File: src/rtcya_pkg.sv
// Shared constants for the year alarm and carry flag block
package rtcya_pkg;
  // Register byte addresses on APB
  localparam logic [11:0] RTCYA_ADDR_YEAR_ALARM   = 12'h000;
  localparam logic [11:0] RTCYA_ADDR_FLAG_CTRL1   = 12'h004;
  localparam logic [11:0] RTCYA_ADDR_CTRL3        = 12'h008;
  localparam logic [11:0] RTCYA_ADDR_MONTH_ALARM  = 12'h00C;
  localparam logic [11:0] RTCYA_ADDR_MATCH_STATUS = 12'h010;

  // Flag control one fields
  localparam int RTCYA_CF_BIT  = 7;
  localparam int RTCYA_CIE_BIT = 4;
  localparam int RTCYA_AIE_BIT = 3;
  localparam int RTCYA_AF_BIT  = 0;

  // Control three field
  localparam int RTCYA_YEAR_ALARM_ENABLE_BIT = 7;

  // Month alarm fields
  localparam int RTCYA_MON_ENB_BIT = 7;
  localparam int RTCYA_MON_TENS_BIT = 4;
  localparam int RTCYA_MON_UNITS_MSB = 3;

  // Widths
  localparam int RTCYA_YEAR_DIGITS = 4;
  localparam int RTCYA_MONTH_DIGITS = 2;
  localparam int RTCYA_YEAR_W = 16;
  localparam int RTCYA_REG8_W = 8;
  localparam int RTCYA_EXT_FIELDS = 5;

  // Reset values
  localparam logic RTCYA_CIE_RST     = 1'b0;
  localparam logic RTCYA_AIE_RST     = 1'b0;
  localparam logic RTCYA_AF_RST      = 1'b0;
  localparam logic RTCYA_YEAR_ALARM_ENABLE_RST    = 1'b0;
  localparam logic RTCYA_MON_ENB_RST = 1'b0;
  localparam logic [31:0] RTCYA_PRDATA_RST = 32'h0000_0000;
endpackage : rtcya_pkg

File: src/rtcya_bcd_cmp.sv
// Enable-gated BCD digit comparator for one alarm field
`timescale 1ns/10ps
module rtcya_bcd_cmp #(
  parameter int DIGITS = 4
) (
  input  wire logic [4*DIGITS-1:0] alarm_i,
  input  wire logic [4*DIGITS-1:0] counter_i,
  input  wire logic                enable_i,
  output logic                     match_o
);
  logic [DIGITS-1:0] digit_eq;

  // One equality per BCD digit
  for (genvar g = 0; g < DIGITS; g++) begin : g_digit
    assign digit_eq[g] = (alarm_i[4*g +: 4] == counter_i[4*g +: 4]);
  end

  // Disabled field never blocks the alarm
  assign match_o = ~enable_i | (&digit_eq);
endmodule // rtcya_bcd_cmp

File: src/rtcya_flag.sv
// Status flag cell: hardware set, software write, set beats clear
`timescale 1ns/10ps
module rtcya_flag #(
  parameter bit HAS_RESET = 1'b1,
  parameter bit WR1_SETS  = 1'b0
) (
  input  wire logic clk_i,
  input  wire logic rst_i,
  input  wire logic hw_set_i,
  input  wire logic wr_en_i,
  input  wire logic wr_val_i,
  output logic      flag_o
);
  logic flag_q;
  logic flag_d;

  always_comb begin
    flag_d = flag_q;
    if (wr_en_i) begin
      if (!wr_val_i) begin
        flag_d = 1'b0;
      end else if (WR1_SETS) begin
        flag_d = 1'b1;
      end
    end
    // Event in the clearing cycle is kept
    if (hw_set_i) begin
      flag_d = 1'b1;
    end
  end

  always_ff @(posedge clk_i) begin
    if (HAS_RESET && rst_i) begin
      flag_q <= 1'b0;
    end else begin
      flag_q <= flag_d;
    end
  end

  assign flag_o = flag_q;
endmodule // rtcya_flag

File: src/rtcya_top.sv
// Year alarm, alarm match and carry flag logic with APB registers
//
// Summary of operation
// - Year compared with its alarm only while year alarm enable is set.
// - Alarm raised only when all enabled comparisons match together.
// - Year alarm is 16-bit read/write, untouched by any reset or standby.
// - Year alarm holds four BCD digits, thousands in the top nibble.
// - Resets clear flag control one except the carry flag, left undefined.
// - Flag control one keeps its contents across standby.
// - Carry flag set when sub-second or seconds counter counts up.
// - Writing 0 to the carry flag clears it.
// - Writing 1 to the carry flag sets it.
// - Carry during a counter read also sets the carry flag.
// - Each field alarm compared only while its compare enable is set.
// - Alarm match sets alarm flag; write 0 clears, write 1 holds.
// - Alarm interrupt requested only with alarm flag and its enable set.
// - Carry interrupt requested only with carry flag and its enable set.
`timescale 1ns/10ps
module rtcya_top
  import rtcya_pkg::*;
#(
  parameter int EXT_FIELDS = RTCYA_EXT_FIELDS
) (
  input  wire logic                    REF_CLK_I,
  input  wire logic                    SYS_RST_I,
  input  wire logic                    MANUAL_RST_I,
  // APB slave
  input  wire logic                    PSEL_I,
  input  wire logic                    PENABLE_I,
  input  wire logic                    PWRITE_I,
  input  wire logic [11:0]             PADDR_I,
  input  wire logic [31:0]             PWDATA_I,
  input  wire logic [3:0]              PSTRB_I,
  output logic                         PREADY_O,
  output logic                         PSLVERR_O,
  output logic [31:0]                  PRDATA_O,
  // Clock/calendar side
  input  wire logic                    CAL_UPDATE_I,
  input  wire logic [RTCYA_YEAR_W-1:0] YEAR_COUNTER_I,
  input  wire logic [7:0]              MONTH_COUNTER_I,
  input  wire logic [EXT_FIELDS-1:0]   FIELD_ENABLE_I,
  input  wire logic [EXT_FIELDS-1:0]   FIELD_MATCH_I,
  input  wire logic                    SUBSEC_COUNT_UP_I,
  input  wire logic                    SEC_COUNT_UP_I,
  // Interrupt requests
  output logic                         ALARM_IRQ_O,
  output logic                         CARRY_IRQ_O
);

  // Control state
  logic [RTCYA_YEAR_W-1:0] year_alarm_value_q;
  logic                    year_alarm_enable_q;
  logic                    month_enable_q;
  logic                    month_tens_q;
  logic [3:0]              month_units_q;
  logic                    carry_irq_enable_q;
  logic                    alarm_irq_enable_q;
  logic                    carry_flag;
  logic                    alarm_flag;
  logic [31:0]             prdata_q;

  // Bus decode
  logic        any_rst;
  logic        wr_access;
  logic        rd_setup;
  logic        hit_year;
  logic        hit_ctrl1;
  logic        hit_ctrl3;
  logic        hit_month;
  logic        hit_status;
  logic        addr_mapped;
  logic        wr_year;
  logic        wr_ctrl1;
  logic        wr_ctrl3;
  logic        wr_month;
  logic [31:0] rd_mux;

  // Alarm match
  logic       year_ok;
  logic       month_ok;
  logic       ext_ok;
  logic       any_enabled;
  logic       alarm_match;
  logic       alarm_set;
  logic       carry_set;
  logic [7:0] month_alarm_value;
  logic [7:0] ctrl1_value;

  assign any_rst = SYS_RST_I | MANUAL_RST_I;

  assign hit_year    = (PADDR_I == RTCYA_ADDR_YEAR_ALARM);
  assign hit_ctrl1   = (PADDR_I == RTCYA_ADDR_FLAG_CTRL1);
  assign hit_ctrl3   = (PADDR_I == RTCYA_ADDR_CTRL3);
  assign hit_month   = (PADDR_I == RTCYA_ADDR_MONTH_ALARM);
  assign hit_status  = (PADDR_I == RTCYA_ADDR_MATCH_STATUS);
  assign addr_mapped = hit_year | hit_ctrl1 | hit_ctrl3 | hit_month
                     | hit_status;

  // Zero wait state slave
  assign PREADY_O  = 1'b1;
  assign PSLVERR_O = PSEL_I & PENABLE_I & ~addr_mapped;

  assign wr_access = PSEL_I & PENABLE_I & PWRITE_I;
  assign rd_setup  = PSEL_I & ~PENABLE_I & ~PWRITE_I;
  assign wr_year   = wr_access & hit_year;
  assign wr_ctrl1  = wr_access & hit_ctrl1 & PSTRB_I[0];
  assign wr_ctrl3  = wr_access & hit_ctrl3 & PSTRB_I[0];
  assign wr_month  = wr_access & hit_month & PSTRB_I[0];

  // Year alarm digits, retained through every reset
  always_ff @(posedge REF_CLK_I) begin
    if (wr_year && PSTRB_I[0]) begin
      year_alarm_value_q[7:0] <= PWDATA_I[7:0];
    end
    if (wr_year && PSTRB_I[1]) begin
      year_alarm_value_q[15:8] <= PWDATA_I[15:8];
    end
  end

  // Year alarm enable
  always_ff @(posedge REF_CLK_I) begin
    if (any_rst) begin
      year_alarm_enable_q <= RTCYA_YEAR_ALARM_ENABLE_RST;
    end else if (wr_ctrl3) begin
      year_alarm_enable_q <= PWDATA_I[RTCYA_YEAR_ALARM_ENABLE_BIT];
    end
  end

  // Month alarm enable, reset at power-on only
  always_ff @(posedge REF_CLK_I) begin
    if (SYS_RST_I) begin
      month_enable_q <= RTCYA_MON_ENB_RST;
    end else if (wr_month) begin
      month_enable_q <= PWDATA_I[RTCYA_MON_ENB_BIT];
    end
  end

  // Month alarm digits, not reset
  always_ff @(posedge REF_CLK_I) begin
    if (wr_month) begin
      month_tens_q  <= PWDATA_I[RTCYA_MON_TENS_BIT];
      month_units_q <= PWDATA_I[RTCYA_MON_UNITS_MSB:0];
    end
  end

  // Interrupt enables; no standby term so contents persist
  always_ff @(posedge REF_CLK_I) begin
    if (any_rst) begin
      carry_irq_enable_q <= RTCYA_CIE_RST;
      alarm_irq_enable_q <= RTCYA_AIE_RST;
    end else if (wr_ctrl1) begin
      carry_irq_enable_q <= PWDATA_I[RTCYA_CIE_BIT];
      alarm_irq_enable_q <= PWDATA_I[RTCYA_AIE_BIT];
    end
  end

  assign month_alarm_value = {month_enable_q, 2'b00, month_tens_q,
                              month_units_q};

  // Field comparisons
  rtcya_bcd_cmp #(
    .DIGITS (RTCYA_YEAR_DIGITS)
  ) u_year_cmp (
    .alarm_i   (year_alarm_value_q),
    .counter_i (YEAR_COUNTER_I),
    .enable_i  (year_alarm_enable_q),
    .match_o   (year_ok)
  );

  rtcya_bcd_cmp #(
    .DIGITS (RTCYA_MONTH_DIGITS)
  ) u_month_cmp (
    .alarm_i   ({3'b000, month_tens_q, month_units_q}),
    .counter_i ({3'b000, MONTH_COUNTER_I[RTCYA_MON_TENS_BIT:0]}),
    .enable_i  (month_enable_q),
    .match_o   (month_ok)
  );

  assign ext_ok      = &(~FIELD_ENABLE_I | FIELD_MATCH_I);
  assign any_enabled = year_alarm_enable_q | month_enable_q
                     | (|FIELD_ENABLE_I);
  assign alarm_match = any_enabled & year_ok & month_ok & ext_ok;
  assign alarm_set   = CAL_UPDATE_I & alarm_match;

  // Alarm flag: write 0 clears, write 1 holds
  rtcya_flag #(
    .HAS_RESET (1'b1),
    .WR1_SETS  (1'b0)
  ) u_alarm_flag (
    .clk_i    (REF_CLK_I),
    .rst_i    (any_rst),
    .hw_set_i (alarm_set),
    .wr_en_i  (wr_ctrl1),
    .wr_val_i (PWDATA_I[RTCYA_AF_BIT]),
    .flag_o   (alarm_flag)
  );

  // Carry flag: no reset, either count-up sets it, read or not
  assign carry_set = SUBSEC_COUNT_UP_I | SEC_COUNT_UP_I;

  rtcya_flag #(
    .HAS_RESET (1'b0),
    .WR1_SETS  (1'b1)
  ) u_carry_flag (
    .clk_i    (REF_CLK_I),
    .rst_i    (any_rst),
    .hw_set_i (carry_set),
    .wr_en_i  (wr_ctrl1),
    .wr_val_i (PWDATA_I[RTCYA_CF_BIT]),
    .flag_o   (carry_flag)
  );

  assign ctrl1_value = {carry_flag, 2'b00, carry_irq_enable_q,
                        alarm_irq_enable_q, 2'b00, alarm_flag};

  // Read multiplexer; reserved and unmapped read as zero
  always_comb begin
    rd_mux = 32'h0000_0000;
    case (1'b1)
      hit_year:   rd_mux = {16'h0000, year_alarm_value_q};
      hit_ctrl1:  rd_mux = {24'h00_0000, ctrl1_value};
      hit_ctrl3:  rd_mux = {24'h00_0000, year_alarm_enable_q, 7'h00};
      hit_month:  rd_mux = {24'h00_0000, month_alarm_value};
      hit_status: rd_mux = {24'h00_0000, 3'b000, alarm_match,
                            ext_ok, month_ok, year_ok, any_enabled};
      default:    rd_mux = 32'h0000_0000;
    endcase
  end

  // Read data captured in the setup cycle
  always_ff @(posedge REF_CLK_I) begin
    if (SYS_RST_I) begin
      prdata_q <= RTCYA_PRDATA_RST;
    end else if (rd_setup) begin
      prdata_q <= rd_mux;
    end
  end

  assign PRDATA_O = prdata_q;

  assign ALARM_IRQ_O = alarm_flag & alarm_irq_enable_q;
  assign CARRY_IRQ_O = carry_flag & carry_irq_enable_q;

endmodule // rtcya_top

File: config.mk
export PLATFORM = sky130hd
export DESIGN_NAME = rtcya_top
export DESIGN_NICKNAME = d
export VERILOG_FILES = /design/src/rtcya_pkg.sv /design/src/rtcya_bcd_cmp.sv /design/src/rtcya_flag.sv /design/src/rtcya_top.sv
export SDC_FILE = /design/constraint.sdc
export NUM_CORES = 1
export LEC_CHECK = 0
export ABC_AREA = 1
export BUFFER_PORTS_ARGS = -buffer_cell sky130_fd_sc_hd__buf_2
export CAP_MARGIN = 20
export CORE_UTILIZATION = 30
export DETAILED_ROUTE_END_ITERATION = 6
export GPL_ROUTABILITY_DRIVEN = 0
export SLEW_MARGIN = 10
export SYNTH_ARGS = -nofsm -noshare
export SYNTH_HDL_FRONTEND = slang
export SYNTH_HIERARCHICAL = 1
export SYNTH_SLANG_ARGS = --single-unit
File: constraint.sdc
create_clock -name REF_CLK_I -period 1.3 [get_ports REF_CLK_I]
set_input_delay 0.065 -clock REF_CLK_I [delete_from_list [all_inputs] [get_ports REF_CLK_I]]
set_output_delay 0.065 -clock REF_CLK_I [all_outputs]
set_load 0.01 [all_outputs]
* Word level (Yosys, flattened, before mapping)
Cells that the tools add are included.
** Storage, ports and cells
- Register bits :: 59
- Bits of input ports :: 91
- Output and inout bits :: 36
** Operators by class
- Equal/unequal tests :: 11
- Multiplexer cells :: 9
- Bitwise logic cells :: 35
- Reductions and logical operators :: 9
** Operator list (count)
- equality test 12 x 4 -> 1 bit, second input constant :: 2
- two-way mux 8 bit :: 3
- equality test 4 bit :: 5
- bitwise AND 1 bit :: 18
- two-way mux 16 bit :: 1
- equality test 12 x 3 -> 1 bit, second input constant :: 1
- equality test 12 x 5 -> 1 bit, second input constant :: 1
- zero test 12 bit :: 1
- OR 1 bit :: 10
- two-way mux 5 bit :: 1
- NOT 1 bit :: 5
- NOT 5 bit :: 1
- OR 5 bit :: 1
- AND reduction 5 bit :: 1
- OR reduction 5 bit :: 1
- two-way mux 1 bit :: 4
- AND reduction 2 bit :: 2
- AND reduction 4 bit :: 1
- logical AND 1 bit :: 2
- != test 2 x 1 -> 1 bit, second input constant :: 1
- nonzero test 2 bit :: 1
- equality test 1 bit :: 1

* Depth between registers and ports, before layout
- Depth in word-level cells :: 11
- Depth in mapped cells :: 14
- Gate-level depth less buffers :: 14

* Modules after synthesis
Netlist, hierarchy kept.
** Modules (own cells, without submodules)
- rtcya_top :: times used 1, cells an instance 234, area each 2113.3 µm², sequential area each 1031.0 µm²
- rtcya_bcd_cmp (u_year_cmp) :: times used 1, cells an instance 92, area each 345.3 µm², sequential area each 0.0 µm²
- rtcya_bcd_cmp (u_month_cmp) :: times used 1, cells an instance 36, area each 150.1 µm², sequential area each 0.0 µm²
- rtcya_flag (u_carry_flag) :: times used 1, cells an instance 6, area each 47.5 µm², sequential area each 20.0 µm²
- rtcya_flag (u_alarm_flag) :: times used 1, cells an instance 6, area each 43.8 µm², sequential area each 20.0 µm²

* Worst setup path before layout
Ideal clock, no wire load.
- Path type :: reg2reg
- Start :: reg year_alarm_value_q[8]
- End :: reg prdata_q[4], in the netlist PRDATA_O[4]
- Library setup time :: 0.070 ns
- Data arrival time :: 1.294 ns
- Slack :: -0.064 ns
- Cell stages (with the launch flop) :: 14
- Buffers on the path :: 0
- Clock period less this slack :: 1.364 ns
- Path through :: edfxtp_1 nor2_1 nor2_1 nor2_1 nand2_1 nor2_1 nand2_1 nand2_1 nand2_1 nor2_1 nand3_1 nand3_1 nand2_1 a21oi_1
** Between the ends
- Cells in the longest elaborated chain, start to end :: 11
** Ends and longest elaborated chain
- start, declared :: line rtcya_top.sv:51 : logic [RTCYA_YEAR_W-1:0] year_alarm_value_q;
- start signal, assigned :: line rtcya_top.sv:116 : year_alarm_value_q[15:8] <= PWDATA_I[15:8];
- equality test 4 bit :: line rtcya_bcd_cmp.sv:15 : assign digit_eq[g] = (alarm_i[4*g +: 4] == counter_i[4*g +: 4]);
- AND reduction 4 bit :: line rtcya_bcd_cmp.sv:19 : assign match_o = ~enable_i | (&digit_eq);
- OR 1 bit :: line rtcya_bcd_cmp.sv:19
- via year_ok :: line rtcya_top.sv:79 : logic year_ok;
- bitwise AND 1 bit (3 in series) :: line rtcya_top.sv:182 : assign alarm_match = any_enabled & year_ok & month_ok & ext_ok;
- two-way mux 5 bit :: line rtcya_top.sv:219 : case (1'b1)
- two-way mux 8 bit (3 in series) :: line rtcya_top.sv:219
- two-way mux 16 bit :: line rtcya_top.sv:219
- end signal, assigned :: line rtcya_top.sv:235 : prdata_q <= rd_mux;
- end, declared :: line rtcya_top.sv:60 : logic [31:0] prdata_q;
The timed path passes the listed nets, and every way through them passes these cells.
A chain may end at the register's enable or synchronous reset.

* Worst setup path after layout
- Start :: reg year_alarm_value_q[1]
- End :: reg prdata_q[4], in the netlist PRDATA_O[4]
Same word-level chain as after synthesis.

==> flow_summary.ini <==
[timing]
post-route-period-util_pct = 122.5
hold_violations = 0
max_freq_mhz = 627.9
rsz0062_at_grt = yes
finalCriticalPeriod_ps = 1593
worst_slack_ps = -292.6
fin_tns_setup_ps = -758.6
drv_slew = 0
finClkSkew_ps = 5.968
setup_viol = 3

[status]
violations = negative setup slack
outcome = finished with violations

[setup_path]
startpoint = year_alarm_value_q[1]$_DFFE_PP_
critPathLaunchType = flip-flop
crit_family = simple AND/OR/NAND/NOR gates
reg2reg_depth = 13
slowest_delay_ps = 410
r2r_start = year_alarm_value_q[1]$_DFFE_PP_
r2r_slack_ps = -290
cp.required_ps = 1530
path_class = reg2reg
critPathMostFrequentCell = nand2_1
critPathBufInv = 0
crit_chain = nand2_1, nand2_2, nor2_4, nand2_1, nor2_2, nand2_2, nand2_2, nand2_1, nor2_2, nand3_1, nand3_1, nand2_1, a21oi_2
path_max_fanout = 3
rr_endpoint = PRDATA_O[4]$_SDFFE_PP0P_
crit_path_end_kind = flip-flop
cp_slowest_cell = edfxtp_1
crit_arrival_ps = 1820

[pwr]
finalPower_mw = 2.697
pwr-share-comb_pct = 15.5
internal-power_mw = 1.997
sw_frac_of_total_pct = 25.97
vdd_drop_max_mv = 0.3068
clkPwrFrac_pct = 30.9
p_per_area_nw_per_um2 = 714.2
p_switching_uw = 700.5
leakagePower_nw = 1.980
seqPwrFrac_pct = 53.6

[layout]
fin_area_um2 = 3776
final_nets = 610
final_cells = 628
area_growth_pct = 39.85
antenna_cells = 0
drive_above_1_share_pct = 38.65

[drt]
drt-vias-per-instance = 4.228
drc = 0
antenna_left = 0
vias = 2655
first_pass_iters = 4
wl_per_cell_um = 11.19
drt_wl_total_mm = 7.028
drt_iter0_drc = 127

[yosys]
synth_top_area_share_pct = 23.35
synth-edff-count = 21
avgSynthCellArea_um2 = 7.219
synth.cell_area_um2 = 2700
ys_top_cells_by_area = edfxtp_1 (23%), dfxtp_1 (16%), nand2_1 (14%)
yosysWarnings = 6
synth_flop_cell = dfxtp_1
synth_most_common_cell = nand2_1
synth_common_cells = nand2_1 (102), inv_1 (64), nor2_1 (42)
syn_inst = 374
yosys.area.top_type = edfxtp_1
yosysSeqAreaShare_pct = 39.67
yosysUniqueCellTypes = 35
yosys_register_bits = 43
ys_async_sr_fraction_pct = 0

[worst_hold_path]
holdPathEnd = month_units_q[3]$_DFFE_PP_
hold-path-cell-count = 1
hp-class = in2reg
worstHoldStart = PWDATA_I[3]

[clocking]
clkLatencyLatePin_ps = 290
cts_made_buffers = 5
ctsRootBufferMaster = clkbuf_8
clk_pin_slew_ps = 80
cts_tree = done
clock_sinks = 43
cts_buffer_depth = 2
htreeDepth = 2

[placed_design]
dp_hpwl_mm = 5.417
port_buffers = 88
dp_cells = 597
placed_cell_area_um2 = 3398
post-place-ws_ps = -318.0

[floorplanning]
start_util_pct = 30.96
ios = 127
rows = 34
die_y_um = 96.87
die_w_um = 96.87
dieArea_um2 = 9384
core-area_um2 = 8721

[global_routing]
met2_usage_pct = 27.84
grt_util_met1_pct = 18.50
grt_pass1_wl_mm = 11.85
overflow = 0
track_usage_pct = 15.56
top_usage_layer = met2
antenna_found_initial = 0
grt_max_degree = 31
grt_pass1_vias = 2694
grt_use_met3_pct = 2.890

[run]
max_cap_viol_count = 0
## cell usage in the layout, fill, tap and decap left out, drive strengths merged, types with 19 or more instances in the layout
cell,count
edfxtp,21
nand2,117
dfxtp,22
inv,68
o21ai,20
buf,123
nand3,19
conb,25
nor2,47
## worst max-delay path by stage
stage                                  endpoint  slack [ps]  cells past startpoint
2_1_floorplan  u_alarm_flag/flag_o$_SDFFE_PP0P_         -60                     12
3_3_place_gp           PRDATA_O[4]$_SDFFE_PP0P_        -260                     13
3_5_place_dp           PRDATA_O[4]$_SDFFE_PP0P_        -320                     13
4_1_cts                PRDATA_O[4]$_SDFFE_PP0P_        -260                     13
5_1_grt                PRDATA_O[4]$_SDFFE_PP0P_        -410                     13
6_report               PRDATA_O[4]$_SDFFE_PP0P_        -290                     13
## flip-flops by register name, indices dropped and copies added, names as in the netlist
register             count
carry_irq_enable_q       1
year_alarm_value_q      16
month_tens_q             1
u_alarm_flag/flag_o      1
month_units_q            4
PRDATA_O                16
year_alarm_enable_q      1
month_enable_q           1
u_carry_flag/flag_o      1
alarm_irq_enable_q       1
## layer usage
metal,up-vias,part of all wire (%)
met5,-,0
li1,1392,-
met4,0,1.7
met2,76,50
met1,1173,44
met3,14,3.9
## power groups by stage
stage               Combinational, mW  Sequential [mW]  Clock, mW
global route                    0.468             1.45      0.906
detailed placement              0.367             1.48          0
floorplan                       0.213             1.49          0
global placement                0.361             1.48          0
CTS                             0.409             1.45      0.859
finish                          0.417             1.45      0.834
## per-stage QoR
step | util [%] | hold slack [ps]
after CTS | 42.50 | 4.932
after detailed placement | 38.97 | 243.9
after floorplan | - | 127.4
final | 43.30 | 16.64
after global routing | 43.30 | 9.634
after global placement | 38.97 | 243.2
## timing repair
action,CTS,global route
hold endpoints to repair,19,0
pin swaps,13,10
gates resized for setup,9,17
setup endpoints to repair,4,7
buffers inserted,6,3
hold buffers,15,0
## logic make-up after synthesis
group,count (synthesis),synth area share (%)
AOI/OAI and AO/OA,41,10.15
xor gates and xnor gates,3,0.9733
buffers and inverters,93,16.59
DFF,43,39.67
other,2,0.2781
and+or+nand+nor,192,32.34
## cell type report
class / instances / area (um^2)
inverter: 70 / 267.8
clock buffer: 5 / 68.82
timing repair buffer: 138 / 869.6
clock inverter: 3 / 15.01
multi-input combinational: 261 / 1349
fill: 919 / 4945
sequential: 43 / 1071
tap: 108 / 135.1
Power figures use the tool's default switching activity.
